$ cat src/shared/atc_map.svh
// register indices, byte addresses, field positions, reset values and timing counts
`ifndef ATC_MAP_SVH
`define ATC_MAP_SVH

`define ATC_IDX_I_GAIN          6'h03
`define ATC_IDX_EXT_CFG         6'h09
`define ATC_IDX_Q_OFFSET        6'h0a
`define ATC_IDX_STATUS          6'h10
`define ATC_IDX_CAL_CMD         6'h11

`define ATC_ADDR_I_GAIN         {`ATC_IDX_I_GAIN, 2'b00}
`define ATC_ADDR_EXT_CFG        {`ATC_IDX_EXT_CFG, 2'b00}
`define ATC_ADDR_Q_OFFSET       {`ATC_IDX_Q_OFFSET, 2'b00}
`define ATC_ADDR_STATUS         {`ATC_IDX_STATUS, 2'b00}
`define ATC_ADDR_CAL_CMD        {`ATC_IDX_CAL_CMD, 2'b00}

`define ATC_RST_I_GAIN          16'h807f
`define ATC_RST_EXT_CFG         16'h03ff
`define ATC_RST_Q_OFFSET        16'h007f

`define ATC_GAIN_MSB            15
`define ATC_GAIN_LSB            7
`define ATC_GAIN_MID            9'h100
`define ATC_GAIN_REC_LOW        9'h0c0
`define ATC_GAIN_REC_HIGH       9'h1c0
`define ATC_EXT_PATTERN_BIT     15
`define ATC_EXT_TRIM_SKIP_BIT   14
`define ATC_OFS_MSB             15
`define ATC_OFS_LSB             8
`define ATC_OFS_SIGN_BIT        7

`define ATC_FILL_MASK_I_GAIN    16'h007f
`define ATC_FILL_VAL_I_GAIN     16'h007f
`define ATC_FILL_MASK_EXT_CFG   16'h3fff
`define ATC_FILL_VAL_EXT_CFG    16'h03ff
`define ATC_FILL_MASK_Q_OFFSET  16'h007f
`define ATC_FILL_VAL_Q_OFFSET   16'h007f

`define ATC_FS_MIN_MV           10'd560
`define ATC_FS_SPAN_MV          19'd280
`define ATC_GAIN_FULL_CODE      19'd511
`define ATC_OFS_FULL_UV         24'd45000
`define ATC_OFS_FULL_CODE       24'd255

`define ATC_TERM_TRIM_CYCLES    16'd64
`define ATC_CONV_CAL_CYCLES     16'd256

`endif

$ cat src/shared/atc_pkg.sv
// types shared by the configuration register block and its helpers
package atc_pkg;

    typedef enum logic [1:0] {
        ATC_MODE_SDR   = 2'b00,
        ATC_MODE_DDR   = 2'b01,
        ATC_MODE_NODMX = 2'b10
    } atc_out_mode_e;

    typedef enum logic [3:0] {
        ATC_CAL_IDLE = 4'b0001,
        ATC_CAL_TRIM = 4'b0010,
        ATC_CAL_CONV = 4'b0100,
        ATC_CAL_DONE = 4'b1000
    } atc_cal_state_e;

    typedef struct packed {
        logic       over_range;
        logic [7:0] i_data;
        logic [7:0] q_data;
    } atc_word_s;

    typedef struct packed {
        logic       busy;
        logic       term_trim_active;
        logic       conv_cal_active;
        logic       data_clock_en;
    } atc_cal_status_s;

endpackage

$ cat src/verilog/atc_cal_seq.sv
// calibration sequencer: optional termination trim, then converter calibration
`timescale 1ns/100ps
`include "atc_map.svh"
module atc_cal_seq
    import atc_pkg::*;
(
    input  wire logic       i_mclk,
    input  wire logic       i_reset,
    input  wire logic       i_start,
    input  wire logic       i_trim_skip,
    output atc_cal_status_s o_status
);
    atc_cal_state_e state;
    atc_cal_state_e next_state;
    logic [15:0]    count;
    logic           skip_latched;

    always_comb
    begin
        next_state = state;
        case (state)
            ATC_CAL_IDLE: if (i_start) next_state = skip_latched_next() ? ATC_CAL_CONV : ATC_CAL_TRIM;
            ATC_CAL_TRIM: if (count == `ATC_TERM_TRIM_CYCLES - 16'd1) next_state = ATC_CAL_CONV;
            ATC_CAL_CONV: if (count == `ATC_CONV_CAL_CYCLES - 16'd1) next_state = ATC_CAL_DONE;
            ATC_CAL_DONE: next_state = ATC_CAL_IDLE;
            default:      next_state = ATC_CAL_IDLE;
        endcase
    end

    function automatic logic skip_latched_next();
        return i_trim_skip;
    endfunction

    always_ff @(posedge i_mclk)
    begin
        if (i_reset)
        begin
            state <= ATC_CAL_IDLE;
        end
        else
        begin
            state <= next_state;
        end
    end

    always_ff @(posedge i_mclk)
    begin
        if (i_reset || next_state != state)
        begin
            count <= 16'h0000;
        end
        else
        begin
            count <= count + 16'h0001;
        end
    end

    // skip setting is frozen for the whole cycle so a mid-cycle write cannot glitch the clock
    always_ff @(posedge i_mclk)
    begin
        if (i_reset)
        begin
            skip_latched <= 1'b0;
        end
        else if (state == ATC_CAL_IDLE && i_start)
        begin
            skip_latched <= i_trim_skip;
        end
    end

    always_comb
    begin
        o_status.busy             = (state != ATC_CAL_IDLE);
        o_status.term_trim_active = (state == ATC_CAL_TRIM);
        o_status.conv_cal_active  = (state == ATC_CAL_CONV);
        o_status.data_clock_en    = (state == ATC_CAL_IDLE) || skip_latched;
    end
endmodule

$ cat src/verilog/atc_config_regs.sv
// write-only trim and extended configuration registers behind an apb slave
//
// Local design decision: the APB slave port.
`timescale 1ns/100ps
`include "atc_map.svh"
module atc_config_regs
    import atc_pkg::*;
(
    input  wire logic               i_mclk,
    input  wire logic               i_reset,
    input  wire logic               i_psel,
    input  wire logic               i_penable,
    input  wire logic               i_pwrite,
    input  wire logic [7:0]         i_paddr,
    input  wire logic [31:0]        i_pwdata,
    output logic      [31:0]        o_prdata,
    output logic                    o_pready,
    output logic                    o_pslverr,

    input  wire logic               i_cal_request,

    input  wire atc_out_mode_e      i_output_mode,
    input  wire atc_word_s          i_conv_word,
    input  wire logic               i_word_strobe,
    output atc_word_s               o_out_word,

    output logic      [8:0]         o_i_gain_code,
    output logic      [9:0]         o_i_full_scale_mv,
    output logic      [7:0]         o_q_offset_mag,
    output logic                    o_q_offset_neg,
    output logic signed [16:0]      o_q_offset_uv,

    output logic                    o_test_pattern_select,
    output logic                    o_termination_trim_skip,

    output logic                    o_cal_busy,
    output logic                    o_term_trim_active,
    output logic                    o_conv_cal_active,
    output logic                    o_output_data_clock_en
);
    logic [15:0]     i_channel_gain_trim;
    logic [15:0]     extended_configuration;
    logic [15:0]     q_channel_offset_trim;

    logic [2:0]      filler_error;
    logic [7:0]      cal_count;

    logic            cal_req_meta;
    logic            cal_req_sync;
    logic            cal_req_prev;

    logic            sw_cal_start;
    logic            cal_start;
    logic            cal_busy_prev;

    logic            apb_setup;
    logic            apb_access;
    logic            apb_write;
    logic            addr_known;
    logic            addr_writable;

    logic [15:0]     wdata16;
    logic [31:0]     status_word;

    atc_cal_status_s cal_status;
    atc_word_s       pattern_word;

    // true when the filler bits of a written word differ from the fixed values
    function automatic logic filler_bad(input logic [15:0] data,
                                        input logic [15:0] mask,
                                        input logic [15:0] value);
        return ((data & mask) != value);
    endfunction

    // full scale in mV from the 9-bit gain code, linear over the whole code range
    function automatic logic [9:0] gain_to_mv(input logic [8:0] code);
        logic [18:0] scaled;
        scaled = ({10'h000, code} * `ATC_FS_SPAN_MV) / `ATC_GAIN_FULL_CODE;
        return `ATC_FS_MIN_MV + scaled[9:0];
    endfunction

    // signed offset in uV from magnitude and sign
    function automatic logic signed [16:0] offset_to_uv(input logic [7:0] mag,
                                                       input logic       neg);
        logic [23:0] scaled;
        scaled = ({16'h0000, mag} * `ATC_OFS_FULL_UV) / `ATC_OFS_FULL_CODE;
        return neg ? -$signed({1'b0, scaled[15:0]}) : $signed({1'b0, scaled[15:0]});
    endfunction

    // apb decode: zero wait states, so every access completes in its first access cycle
    always_comb
    begin
        apb_setup  = i_psel && !i_penable;
        apb_access = i_psel && i_penable;
        apb_write  = apb_access && i_pwrite;
        wdata16    = i_pwdata[15:0];
    end

    always_comb
    begin
        case (i_paddr)
            `ATC_ADDR_I_GAIN,
            `ATC_ADDR_EXT_CFG,
            `ATC_ADDR_Q_OFFSET,
            `ATC_ADDR_CAL_CMD:
            begin
                addr_known    = 1'b1;
                addr_writable = 1'b1;
            end
            `ATC_ADDR_STATUS:
            begin
                addr_known    = 1'b1;
                addr_writable = 1'b0;
            end
            default:
            begin
                addr_known    = 1'b0;
                addr_writable = 1'b0;
            end
        endcase
    end

    always_comb
    begin
        o_pready  = 1'b1;
        o_pslverr = apb_access &&
                    (!addr_known || (i_pwrite && !addr_writable));
    end

    // gain trim write; gain changes apply directly with no calibration side effect
    always_ff @(posedge i_mclk)
    begin
        if (i_reset)
        begin
            i_channel_gain_trim <= `ATC_RST_I_GAIN;
        end
        else if (apb_write && i_paddr == `ATC_ADDR_I_GAIN)
        begin
            i_channel_gain_trim <= wdata16;
        end
    end

    always_ff @(posedge i_mclk)
    begin
        if (i_reset)
        begin
            extended_configuration <= `ATC_RST_EXT_CFG;
        end
        else if (apb_write && i_paddr == `ATC_ADDR_EXT_CFG)
        begin
            extended_configuration <= wdata16;
        end
    end

    always_ff @(posedge i_mclk)
    begin
        if (i_reset)
        begin
            q_channel_offset_trim <= `ATC_RST_Q_OFFSET;
        end
        else if (apb_write && i_paddr == `ATC_ADDR_Q_OFFSET)
        begin
            q_channel_offset_trim <= wdata16;
        end
    end

    // filler check is reported, not enforced: the host owns those bits
    always_ff @(posedge i_mclk)
    begin
        if (i_reset)
        begin
            filler_error <= 3'b000;
        end
        else if (apb_write)
        begin
            case (i_paddr)
                `ATC_ADDR_I_GAIN:
                begin
                    filler_error[0] <= filler_bad(wdata16, `ATC_FILL_MASK_I_GAIN, `ATC_FILL_VAL_I_GAIN);
                end
                `ATC_ADDR_EXT_CFG:
                begin
                    filler_error[1] <= filler_bad(wdata16, `ATC_FILL_MASK_EXT_CFG, `ATC_FILL_VAL_EXT_CFG);
                end
                `ATC_ADDR_Q_OFFSET:
                begin
                    filler_error[2] <= filler_bad(wdata16, `ATC_FILL_MASK_Q_OFFSET, `ATC_FILL_VAL_Q_OFFSET);
                end
                default:
                begin
                    filler_error <= filler_error;
                end
            endcase
        end
    end

    // calibration request pin crosses in through two flops
    always_ff @(posedge i_mclk)
    begin
        if (i_reset)
        begin
            cal_req_meta <= 1'b0;
            cal_req_sync <= 1'b0;
            cal_req_prev <= 1'b0;
        end
        else
        begin
            cal_req_meta <= i_cal_request;
            cal_req_sync <= cal_req_meta;
            cal_req_prev <= cal_req_sync;
        end
    end

    // only the pin edge and the command register start calibration, never a trim write
    always_comb
    begin
        sw_cal_start = apb_write && i_paddr == `ATC_ADDR_CAL_CMD && i_pwdata[0];
        cal_start    = (cal_req_sync && !cal_req_prev) || sw_cal_start;
    end

    atc_cal_seq u_cal_seq (
        .i_mclk      (i_mclk),
        .i_reset     (i_reset),
        .i_start     (cal_start),
        .i_trim_skip (o_termination_trim_skip),
        .o_status    (cal_status)
    );

    // completed calibrations, wraps at 255
    always_ff @(posedge i_mclk)
    begin
        if (i_reset)
        begin
            cal_busy_prev <= 1'b0;
            cal_count     <= 8'h00;
        end
        else
        begin
            cal_busy_prev <= cal_status.busy;
            if (cal_busy_prev && !cal_status.busy)
            begin
                cal_count <= cal_count + 8'h01;
            end
        end
    end

    atc_pattern_gen u_pattern_gen (
        .i_mclk    (i_mclk),
        .i_reset   (i_reset),
        .i_enable  (o_test_pattern_select),
        .i_advance (i_word_strobe),
        .i_mode    (i_output_mode),
        .o_word    (pattern_word)
    );

    // output word register: pattern replaces data and over-range together
    always_ff @(posedge i_mclk)
    begin
        if (i_reset)
        begin
            o_out_word <= '0;
        end
        else if (i_word_strobe)
        begin
            o_out_word <= o_test_pattern_select ? pattern_word : i_conv_word;
        end
    end

    // trim outputs are registered so the analog side never sees decode glitches
    always_ff @(posedge i_mclk)
    begin
        if (i_reset)
        begin
            o_i_full_scale_mv <= gain_to_mv(`ATC_GAIN_MID);
            o_q_offset_uv     <= 17'sd0;
        end
        else
        begin
            o_i_full_scale_mv <= gain_to_mv(i_channel_gain_trim[`ATC_GAIN_MSB:`ATC_GAIN_LSB]);
            o_q_offset_uv     <= offset_to_uv(q_channel_offset_trim[`ATC_OFS_MSB:`ATC_OFS_LSB],
                                              q_channel_offset_trim[`ATC_OFS_SIGN_BIT]);
        end
    end

    always_comb
    begin
        o_i_gain_code           = i_channel_gain_trim[`ATC_GAIN_MSB:`ATC_GAIN_LSB];
        o_q_offset_mag          = q_channel_offset_trim[`ATC_OFS_MSB:`ATC_OFS_LSB];
        o_q_offset_neg          = q_channel_offset_trim[`ATC_OFS_SIGN_BIT];

        o_test_pattern_select   = extended_configuration[`ATC_EXT_PATTERN_BIT];
        o_termination_trim_skip = extended_configuration[`ATC_EXT_TRIM_SKIP_BIT];

        o_cal_busy              = cal_status.busy;
        o_term_trim_active      = cal_status.term_trim_active;
        o_conv_cal_active       = cal_status.conv_cal_active;
        o_output_data_clock_en  = cal_status.data_clock_en;
    end

    // status: bit 7 flags a gain code outside the recommended window, advisory only
    always_comb
    begin
        status_word        = 32'h0000_0000;

        status_word[0]     = cal_status.busy;
        status_word[1]     = cal_status.term_trim_active;
        status_word[2]     = cal_status.conv_cal_active;
        status_word[3]     = o_test_pattern_select;
        status_word[6:4]   = filler_error;
        status_word[7]     = (o_i_gain_code < `ATC_GAIN_REC_LOW) ||
                             (o_i_gain_code > `ATC_GAIN_REC_HIGH);
        status_word[15:8]  = cal_count;
    end

    // trim registers are write-only and read as zero
    always_ff @(posedge i_mclk)
    begin
        if (i_reset)
        begin
            o_prdata <= 32'h0000_0000;
        end
        else if (apb_setup && !i_pwrite)
        begin
            o_prdata <= (i_paddr == `ATC_ADDR_STATUS) ?
                        status_word : 32'h0000_0000;
        end
    end
endmodule

$ cat src/verilog/atc_pattern_gen.sv
// test pattern generator feeding the output word path
`timescale 1ns/100ps
module atc_pattern_gen
    import atc_pkg::*;
(
    input  wire logic          i_mclk,
    input  wire logic          i_reset,
    input  wire logic          i_enable,
    input  wire logic          i_advance,
    input  wire atc_out_mode_e i_mode,
    output atc_word_s          o_word
);
    logic [7:0]    count;
    atc_out_mode_e mode_seen;

    // pattern steps once per output word, so it lines up in every output mode
    always_ff @(posedge i_mclk)
    begin
        if (i_reset || !i_enable)
        begin
            count <= 8'h00;
        end
        else if (i_mode != mode_seen)
        begin
            count <= 8'h00;
        end
        else if (i_advance)
        begin
            count <= count + 8'h01;
        end
    end

    always_ff @(posedge i_mclk)
    begin
        if (i_reset)
        begin
            mode_seen <= ATC_MODE_SDR;
        end
        else
        begin
            mode_seen <= i_mode;
        end
    end

    // over-range toggles too, so a stuck pin shows in the pattern
    always_comb
    begin
        o_word.i_data     = count;
        o_word.q_data     = ~count;
        o_word.over_range = count[0];
    end
endmodule
$ cat config.mk
export PLATFORM = sky130hd
export DESIGN_NAME = atc_config_regs
export DESIGN_NICKNAME = d
export VERILOG_FILES = /design/src/shared/atc_pkg.sv /design/src/verilog/atc_cal_seq.sv /design/src/verilog/atc_config_regs.sv /design/src/verilog/atc_pattern_gen.sv
export VERILOG_INCLUDE_DIRS = /design/src /design/src/shared
export SDC_FILE = /design/constraint.sdc
export NUM_CORES = 1
export LEC_CHECK = 0
export BUFFER_PORTS_ARGS = -buffer_cell sky130_fd_sc_hd__buf_2
export CAP_MARGIN = 25
export CORE_ASPECT_RATIO = 0.8
export CORE_MARGIN = 1.5
export CORE_UTILIZATION = 30
export CTS_BUF_LIST = sky130_fd_sc_hd__clkbuf_4 sky130_fd_sc_hd__clkbuf_8
export CTS_CLUSTER_SIZE = 10
export DETAILED_ROUTE_END_ITERATION = 10
export PLACE_DENSITY = 0.46
export SYNTH_ARGS = -nofsm -noshare
export SYNTH_HDL_FRONTEND = slang
export SYNTH_SLANG_ARGS = --single-unit
$ cat constraint.sdc
create_clock -name i_mclk -period 48.2 [get_ports i_mclk]
set_input_delay 9.64 -clock i_mclk [delete_from_list [all_inputs] [get_ports i_mclk]]
set_output_delay 9.64 -clock i_mclk [all_outputs]
set_load 0.05 [all_outputs]
# ---- After elaboration in Yosys (flattened, before gate mapping)
# Cells that the tools add are included.
# Widths: inputs -> output; s select.
dict set report word_totals {
  reg_bits 170
  latch_bits 0
  ramBits 0
  mem_bits_ro 0
  out_inout_bits 102
  word_cells 95
  n_memories 0
}
dict set report op_classes {
  add_sub_neg 5
  multipliers 2
  div_mod_pow 2
  magnitude_cmp 2
  eq_ne 15
  n_shift 0
  muxes 10
  bitwise 2
  n_reduce_logical 34
}
# op count
set op_table {}
lappend op_table {{$mux 16} 2}
lappend op_table {{$div 24x8->24 const B} 1}
lappend op_table {{$mul 8x13->21 const B} 1}
lappend op_table {{$div 18x9->19 const B} 1}
lappend op_table {{$mux 17} 1}
lappend op_table {{$neg 16->17} 1}
lappend op_table {{$add 16x1->16 const B} 1}
lappend op_table {{$add 8x1->8 const B} 2}
lappend op_table {{$eq 16x6->1 const B} 1}
lappend op_table {{$eq 16x8->1 const B} 1}
lappend op_table {{$eq 8x6->1 const B} 2}
lappend op_table {{$eq 8x7->1 const B} 2}
lappend op_table {{$mul 9x6->15 const B} 1}
lappend op_table {{$logic_and 1x1->1} 14}
lappend op_table {{$ne 14x10->1 const B} 1}
lappend op_table {{$mux 4} 3}
lappend op_table {{$pmux 4 s3} 1}
lappend op_table {{$add 10x10->10 const A} 1}
lappend op_table {{$gt 9x9->1 const B} 1}
lappend op_table {{$lt 9x8->1 const B} 1}
lappend op_table {{$eq 8x4->1 const B} 1}
lappend op_table {{$not 8->8} 1}
lappend op_table {{$logic_not 1->1} 7}
lappend op_table {{$ne 7x7->1 const B} 1}
lappend op_table {{other kinds (14)} 23}

# ---- Logic depth before layout (Yosys ltp)
# Gate-level depths: netlist of run 1.
dict set report depth {
  ltp_word 9
  mapped_depth 67
}

# ---- Cells and area by module
# A second synthesis of run 1 with hierarchy kept.
dict set report unflattened {
  hier_cells 1788
  area_unflattened_um2 13965.9
}
# module instances cells_per_inst area_each_um2 seq_area_each_um2
set modules_own_cells {}
lappend modules_own_cells {atc_config_regs 1 1623 12468.2 1901.8}
lappend modules_own_cells {atc_cal_seq 1 113 1044.8 420.4}
lappend modules_own_cells {atc_pattern_gen 1 52 452.9 200.2}

# ---- Least setup slack after synthesis of run 1
# Ideal clock, no wire load.
dict set report synth_timing {
  path_kind {input port to output port}
  startpoint {input port i_paddr[5]}
  endpoint {output port o_pslverr}
  arrival_ps 11517
  setup_slack_ps 27043
  path_stages 5
  path_buffers 1
  path_cell_list {or3_1 -> nand3b_1 -> nor4_1 -> clkbuf_1 -> a211oi_1}
}
dict set report synth_between {
  elab_chain_cells 7
}
# element line_no
set synth_lines {}
lappend synth_lines {{start, declared} atc_config_regs.sv:14} ;# input wire logic [7:0] i_paddr,
lappend synth_lines {{$eq 8x4->1 (tied with other cells)} atc_config_regs.sv:101} ;# case (i_paddr)
lappend synth_lines {{$reduce_or 4->1} n/a}
lappend synth_lines {{$mux 1} atc_config_regs.sv:101}
lappend synth_lines {{$logic_not 1->1} atc_config_regs.sv:127} ;# (!addr_known || (i_pwrite && !addr_writable));
lappend synth_lines {{$logic_and 1x1->1} atc_config_regs.sv:127}
lappend synth_lines {{$logic_or 1x1->1 (*)} atc_config_regs.sv:127}
lappend synth_lines {{$logic_and 1x1->1 (*)} atc_config_regs.sv:126} ;# o_pslverr = apb_access &&
lappend synth_lines {{end, declared} atc_config_regs.sv:18} ;# output logic o_pslverr,
# Mark *: on every way between the ends. The rest lies on a longest branch, timed or not.

# ---- Final worst setup path of run 1
# Ends and elaborated chain as after synthesis.

==> impl_metrics.yaml, run 1 <==
status:
  outcome: "finished, final reports clean"
synth:
  synth_edf_count: 0
  postSynthAreaPerCell_um2: 7.69
  seq_area_frac_synth_pct: 17.8
  syn_inst: 1841
  async_reset_ff_share_pct: 0
  yosys_most_used_dff: "dfxtp_1"
  yosys_warnings: 0
  syn_area_um2: 14200
  yosysUniqueCellTypes: 123
  ys_ff_latch: 126
final_layout:
  finalNonFillerCells: 2556
  fin_nets: 2119
  drive_gt1_share_pct: 13.3
  design_area_um2: 15700
  final_util_pct: 34.0
  fillers: 4944
  areaGrowthSynthToFinish_pct: 10.8
placement:
  place_ws_ns: 27.61
  post-dp-hpwl_mm: 34.0
  place_inst: 2522
  io_buffers: 134
  dpl_cell_area_um2: 15300
  place.gp.congestion: 0.863
clock_network:
  post_cts_buffers: 0
  cts_hold_buf: 0
  cts_tree: "built"
  clkLatencyLatePin_ns: 0.47
  cts-root-buf: "clkbuf_8"
  cts-buffers-inserted: 17
  cts_resized: 0
  clockBufferDepth: 2
  cts_sinks: 126
  cts_max_level: 4
  cts.reportedPaths.clkPinSlew_ns: 0.08
worst_setup_path:
  start_kind: "input port"
  cp.arrival_ns: 10.96
  crit_path_end_kind: "output pin"
  worst_ep_required_time_ns: 38.56
  crit_fanout: 3
  crit_type: "in -> out"
timing:
  finalMaxSlewViolations: 0
  fin_skew_ns: 0.0280
  hold_viol_final: 0
  setup_viol: 0
  tns_ns: 0
  worstMarginPinSlew_ns: 0.941
  fin_ws_ns: 27.60
  relSlewSlack_pct: 36.5
  period_minus_slack_ns: 20.60
  hold_ws_ns: 0.447
  fmax_mhz: 48.5
  fin_crit_sh_pct: 42.7
  rsz0062_at_grt: "false"
detailed_routing:
  dr.pass1.iters: 5
  vias: 13940
  postRouteAntennaNets: 0
  wirelength_mm: 42.9
  drc_errors: 0
  wl_per_cell_um: 16.8
  first_iter_violations: 1006
  routed_via_density: 5.45
power:
  powerDensity_nw_per_um2: 14.4
  leakagePower_nw: 6.41
  p_sw_mw: 0.0633
  power_frac_seq_pct: 47.1
  p_total_mw: 0.226
  clkPwrFrac_pct: 43.5
  internal-power_mw: 0.163
  irDropWorstVdd_uv: 10.2
  switching_share_pct: 28.0
  combPwrFrac_pct: 9.4
floorplan:
  fp.dieW_um: 246
  start_util_pct: 30.7
  core_um2: 46200
  num_rows: 70
  die_height_um: 197
  dieArea_um2: 48500
  ioPinCount: 168
job:
  maxCapViolCount: 0
grt:
  antenna_found_initial: 2
  grt_max_degree: 63
  grt_pass1_wl_mm: 68.9
  grt_pass1_vias: 12644
  grt_util_all_layers_pct: 17.4
  grt_overflow: 0
hold_path:
  hold_path_class: "reg -> reg"
## path summary, 6_finish.rpt
kind | start | to | slack [ns] | depth (start not counted)
worst max register to register | q_channel_offset_trim[10] | o_q_offset_uv[14] | 28.63 | 55
worst min register to register | cal_req_meta | cal_req_sync | 0.45 | 1
worst min-delay path | cal_req_meta | cal_req_sync | 0.45 | 1
worst max-delay path | i_paddr[5] | o_pslverr | 27.60 | 6
## sequential cells by signal, indices dropped and copies added (netlist names)
name and count:
cal_req_prev 1, u_pattern_gen.mode_seen 2, u_cal_seq.state 4, u_cal_seq.count 16, cal_req_sync 1, cal_count 8
u_cal_seq.skip_latched 1, cal_req_meta 1, o_prdata 16, o_q_offset_uv 17, i_channel_gain_trim 9, o_out_word 17
u_pattern_gen.count 8, cal_busy_prev 1, o_i_full_scale_mv 10, q_channel_offset_trim 9, filler_error 3, extended_configuration 2
## layout make-up
cell class	instances	area, um2	area share [%]
clock buffers	18	241	1.54
flip-flops and latches	126	2520	16.1
diodes	2	5.00	0.0319
well taps	612	766	4.88
multi-input cells	1507	10800	68.5
repair buffers	141	726	4.63
inverters	136	510	3.25
clock inverters	14	165	1.05
## Yosys cell counts, types with 23 or more instances
cell type  count  area [um2]
nand3_1       78         390
nand2_1      133         499
o21ai_0       70         350
mux2i_1       50         500
fa_1          32         641
a21o_1        23         173
nand4_1       33         206
ha_1          92        1150
a21oi_1      101         505
a211oi_1      36         270
dfxtp_1      126        2520
inv_1        136         510
buf_4         23         173
nor4_1        27         169
xnor2_1       77         674
xor2_1        29         254
nor2_1       199         747
clkbuf_1      47         176
nor3_1        46         230
## cells in the final DEF (no fill, tap or decap), types with 15 or more instances in the layout
| cell | n |
|---|---|
| nor2_1 | 199 |
| inv_1 | 136 |
| nand2_1 | 133 |
| buf_2 | 133 |
| dfxtp_1 | 126 |
| a21oi_1 | 101 |
| ha_1 | 92 |
| nand3_1 | 78 |
| xnor2_1 | 77 |
| o21ai_0 | 70 |
| mux2i_1 | 50 |
| nor3_1 | 46 |
| a211oi_1 | 36 |
| nand4_1 | 33 |
| fa_1 | 32 |
| xor2_1 | 29 |
| nor4_1 | 25 |
| a21o_1 | 23 |
| and3_1 | 22 |
| o211ai_1 | 22 |
| and2_1 | 22 |
| a31oi_1 | 20 |
| or3_1 | 20 |
| o21a_1 | 20 |
| conb_1 | 17 |
| clkbuf_8 | 17 |
| nor2b_1 | 15 |
## power by group through the flow
stage / combinational, mW / clock [mW] / sequential, mW
final: 0.0213 / 0.0985 / 0.107
after global routing: 0.0230 / 0.107 / 0.107
after CTS: 0.0214 / 0.103 / 0.107
after detailed placement: 0.0214 / 0 / 0.109
after global placement: 0.0213 / 0 / 0.109
after floorplan: 0.0124 / 0 / 0.113
## routing by layer
metal / GRT usage, % / vias up / share of wire [%]
li1: - / 6910 / -
met1: 26.9 / 6697 / 54
met2: 25.0 / 312 / 41
met3: 2.34 / 21 / 4.1
met4: 3.82 / 0 / 0.97
met5: 0 / - / 0
## worst max-delay path, stage by stage
cell      delay [ns]
buf_2           0.12
or3_1           0.41
nand3b_1        0.22
nor4_2          0.20
a211oi_1        0.14
buf_2           0.23
## cell families after synthesis
| group | synth area share (%) |
|---|---|
| mux | 4.59 |
| other cells | 0.0530 |
| buf+inv | 6.74 |
| xor+xnor | 6.94 |
| simple gates | 25.7 |
| compound gates | 25.4 |
| fa+ha+maj | 12.8 |
| flops | 17.8 |
Power figures use the tool's default switching activity.
==> run 2: changes to the inputs <==
clock period = 20.8 ns   (was 48.2 ns; I/O delays follow)
==> run 2 against run 1 <==
  * Flip-flop and latch count unchanged
  * Largest power group unchanged
  * Via count decreased by 0.14%
  * Die area unchanged
==> impl_metrics.yaml, run 2 (same netlist as run 1, synthesis figures left out) <==
status:
  outcome: "finished, final reports clean"
floorplan:
  die_height_um: 197
  num_rows: 70
  fp.dieW_um: 246
  start_util_pct: 30.7
  core_um2: 46200
  dieArea_um2: 48500
  ioPinCount: 168
clock_network:
  clockBufferDepth: 2
  cts-root-buf: "clkbuf_8"
  clkLatencyLatePin_ns: 0.48
  cts_sinks: 126
  cts_tree: "built"
  cts_max_level: 4
  cts-buffers-inserted: 17
  cts_hold_buf: 0
  cts.reportedPaths.clkPinSlew_ns: 0.08
grt:
  grt_pass1_vias: 12845
  grt_max_degree: 63
  grt_pass1_wl_mm: 69.0
  grt_overflow: 0
  antenna_found_initial: 3
  grt_util_all_layers_pct: 17.4
final_layout:
  finalNonFillerCells: 2556
  design_area_um2: 15800
  reg_top3: "o_out_word (17), o_q_offset_uv (17)"
  areaGrowthSynthToFinish_pct: 11.2
  final_cell_mix: "nor2_1, inv_1, nand2_1, buf_2, dfxtp_1"
  fin_nets: 2120
  final_util_pct: 34.1
  layout_commonest_cell: "nor2_1"
  drive_gt1_share_pct: 13.4
timing:
  fmax_mhz: 52.0
  fin_ws_ns: 1.57
  rsz0062_at_grt: "false"
  fin_crit_sh_pct: 92.5
  period_minus_slack_ns: 19.23
  hold_viol_final: 0
  relSlewSlack_pct: 40.3
  worstMarginPinSlew_ns: 0.884
  setup_viol: 0
  finalMaxSlewViolations: 0
  tns_ns: 0
  fin_skew_ns: 0.0275
worst_setup_path:
  crit_type: "reg -> reg"
  cp.arrival_ns: 19.57
  worstRegToRegCells: 57
  cp_common_cell: "inv_1"
  crit_slowest_cell: "or4_1"
  r2r_setup_slack_ns: 1.57
  r2r_end: "o_q_offset_uv[14]"
  start_kind: "flop"
  rr_startpoint: "q_channel_offset_trim[10]"
  max_stage_delay_ns: 0.76
  path_buf_inv: 5
  crit_path_end_kind: "flop"
  critical-path-top-delay-family: "compound AO/OA/AOI/OAI gates"
  worst_ep_required_time_ns: 21.14
  crit_fanout: 15
detailed_routing:
  wirelength_mm: 42.6
  dr.pass1.iters: 6
  first_iter_violations: 994
  postRouteAntennaNets: 0
  vias: 13921
  drc_errors: 0
  wl_per_cell_um: 16.7
  routed_via_density: 5.45
placement:
  place_inst: 2523
  place_ws_ns: 1.48
  post-dp-hpwl_mm: 33.8
  place.gp.congestion: 0.878
  io_buffers: 134
  dpl_cell_area_um2: 15300
hold_path:
  hold_path_end: "o_prdata[8]"
  min_path_cells: 2
  hold_path_class: "reg -> reg"
  hold_start: "o_prdata[8]"
power:
  leakagePower_nw: 6.43
  irDropWorstVdd_uv: 25.5
  powerDensity_nw_per_um2: 33.9
job:
  maxCapViolCount: 0
## run 2: how the worst max path moves through the flow
stage                         to  depth (start not counted)                 startpoint  slack, ns
2_1_floorplan  o_q_offset_uv[14]                         62  q_channel_offset_trim[10]       5.02
3_3_place_gp   o_q_offset_uv[14]                         56  q_channel_offset_trim[10]       1.56
3_5_place_dp   o_q_offset_uv[14]                         56  q_channel_offset_trim[10]       1.48
4_1_cts        o_q_offset_uv[14]                         56  q_channel_offset_trim[10]       1.45
5_1_grt        o_q_offset_uv[14]                         55  q_channel_offset_trim[10]       0.17
6_report       o_q_offset_uv[14]                         57  q_channel_offset_trim[10]       1.57
## run 2: area by class of cell
type,instances,area (um2)
fillers,4862,30400
well taps,612,766
clock buffers,19,255
flip-flops and latches,126,2520
repair buffers,142,753
diodes,1,2.50
inverters,136,510
clock inverters,13,176
multi-input cells,1507,10800
## run 2: worst register-to-register path: cells and delay by family (launching register included)
family,cells,cell delay [ns]
fa+ha+maj,8,3.24
buf+inv,5,0.46
xor+xnor,4,1.05
mux,2,1.09
compound gates,19,6.33
flops,1,0.71
simple gates,19,6.22
## run 2: what timing repair did
item | CTS | global route
endpoints found under the setup margin | 0 | 2
buffers inserted | 0 | 0
resized for setup | 0 | 2
## run 2: routing by layer
metal  track usage [%]  part of all wire (%)  up-vias
met1              26.8                    53     6642
li1                  -                     -     6917
met4              4.20                   1.1        0
met2              24.9                    41      331
met3              2.58                   4.7       31
met5                 0                     0        -
## run 2: report_power, final
part | internal [mW] | total [mW] | switching, mW
logic | 0.0129 | 0.0493 | 0.0364
clock network | 0.126 | 0.238 | 0.112
registers | 0.245 | 0.247 | 0.00208
total | 0.383 | 0.534 | 0.150
## run 2: through the flow
stage	hold WS [ns]	power (mW)
2_1_floorplan	0.414	0.290
3_3_place_gp	0.439	0.302
3_5_place_dp	0.440	0.302
4_1_cts	0.456	0.546
5_1_grt	0.475	0.558
6_report	0.452	0.534
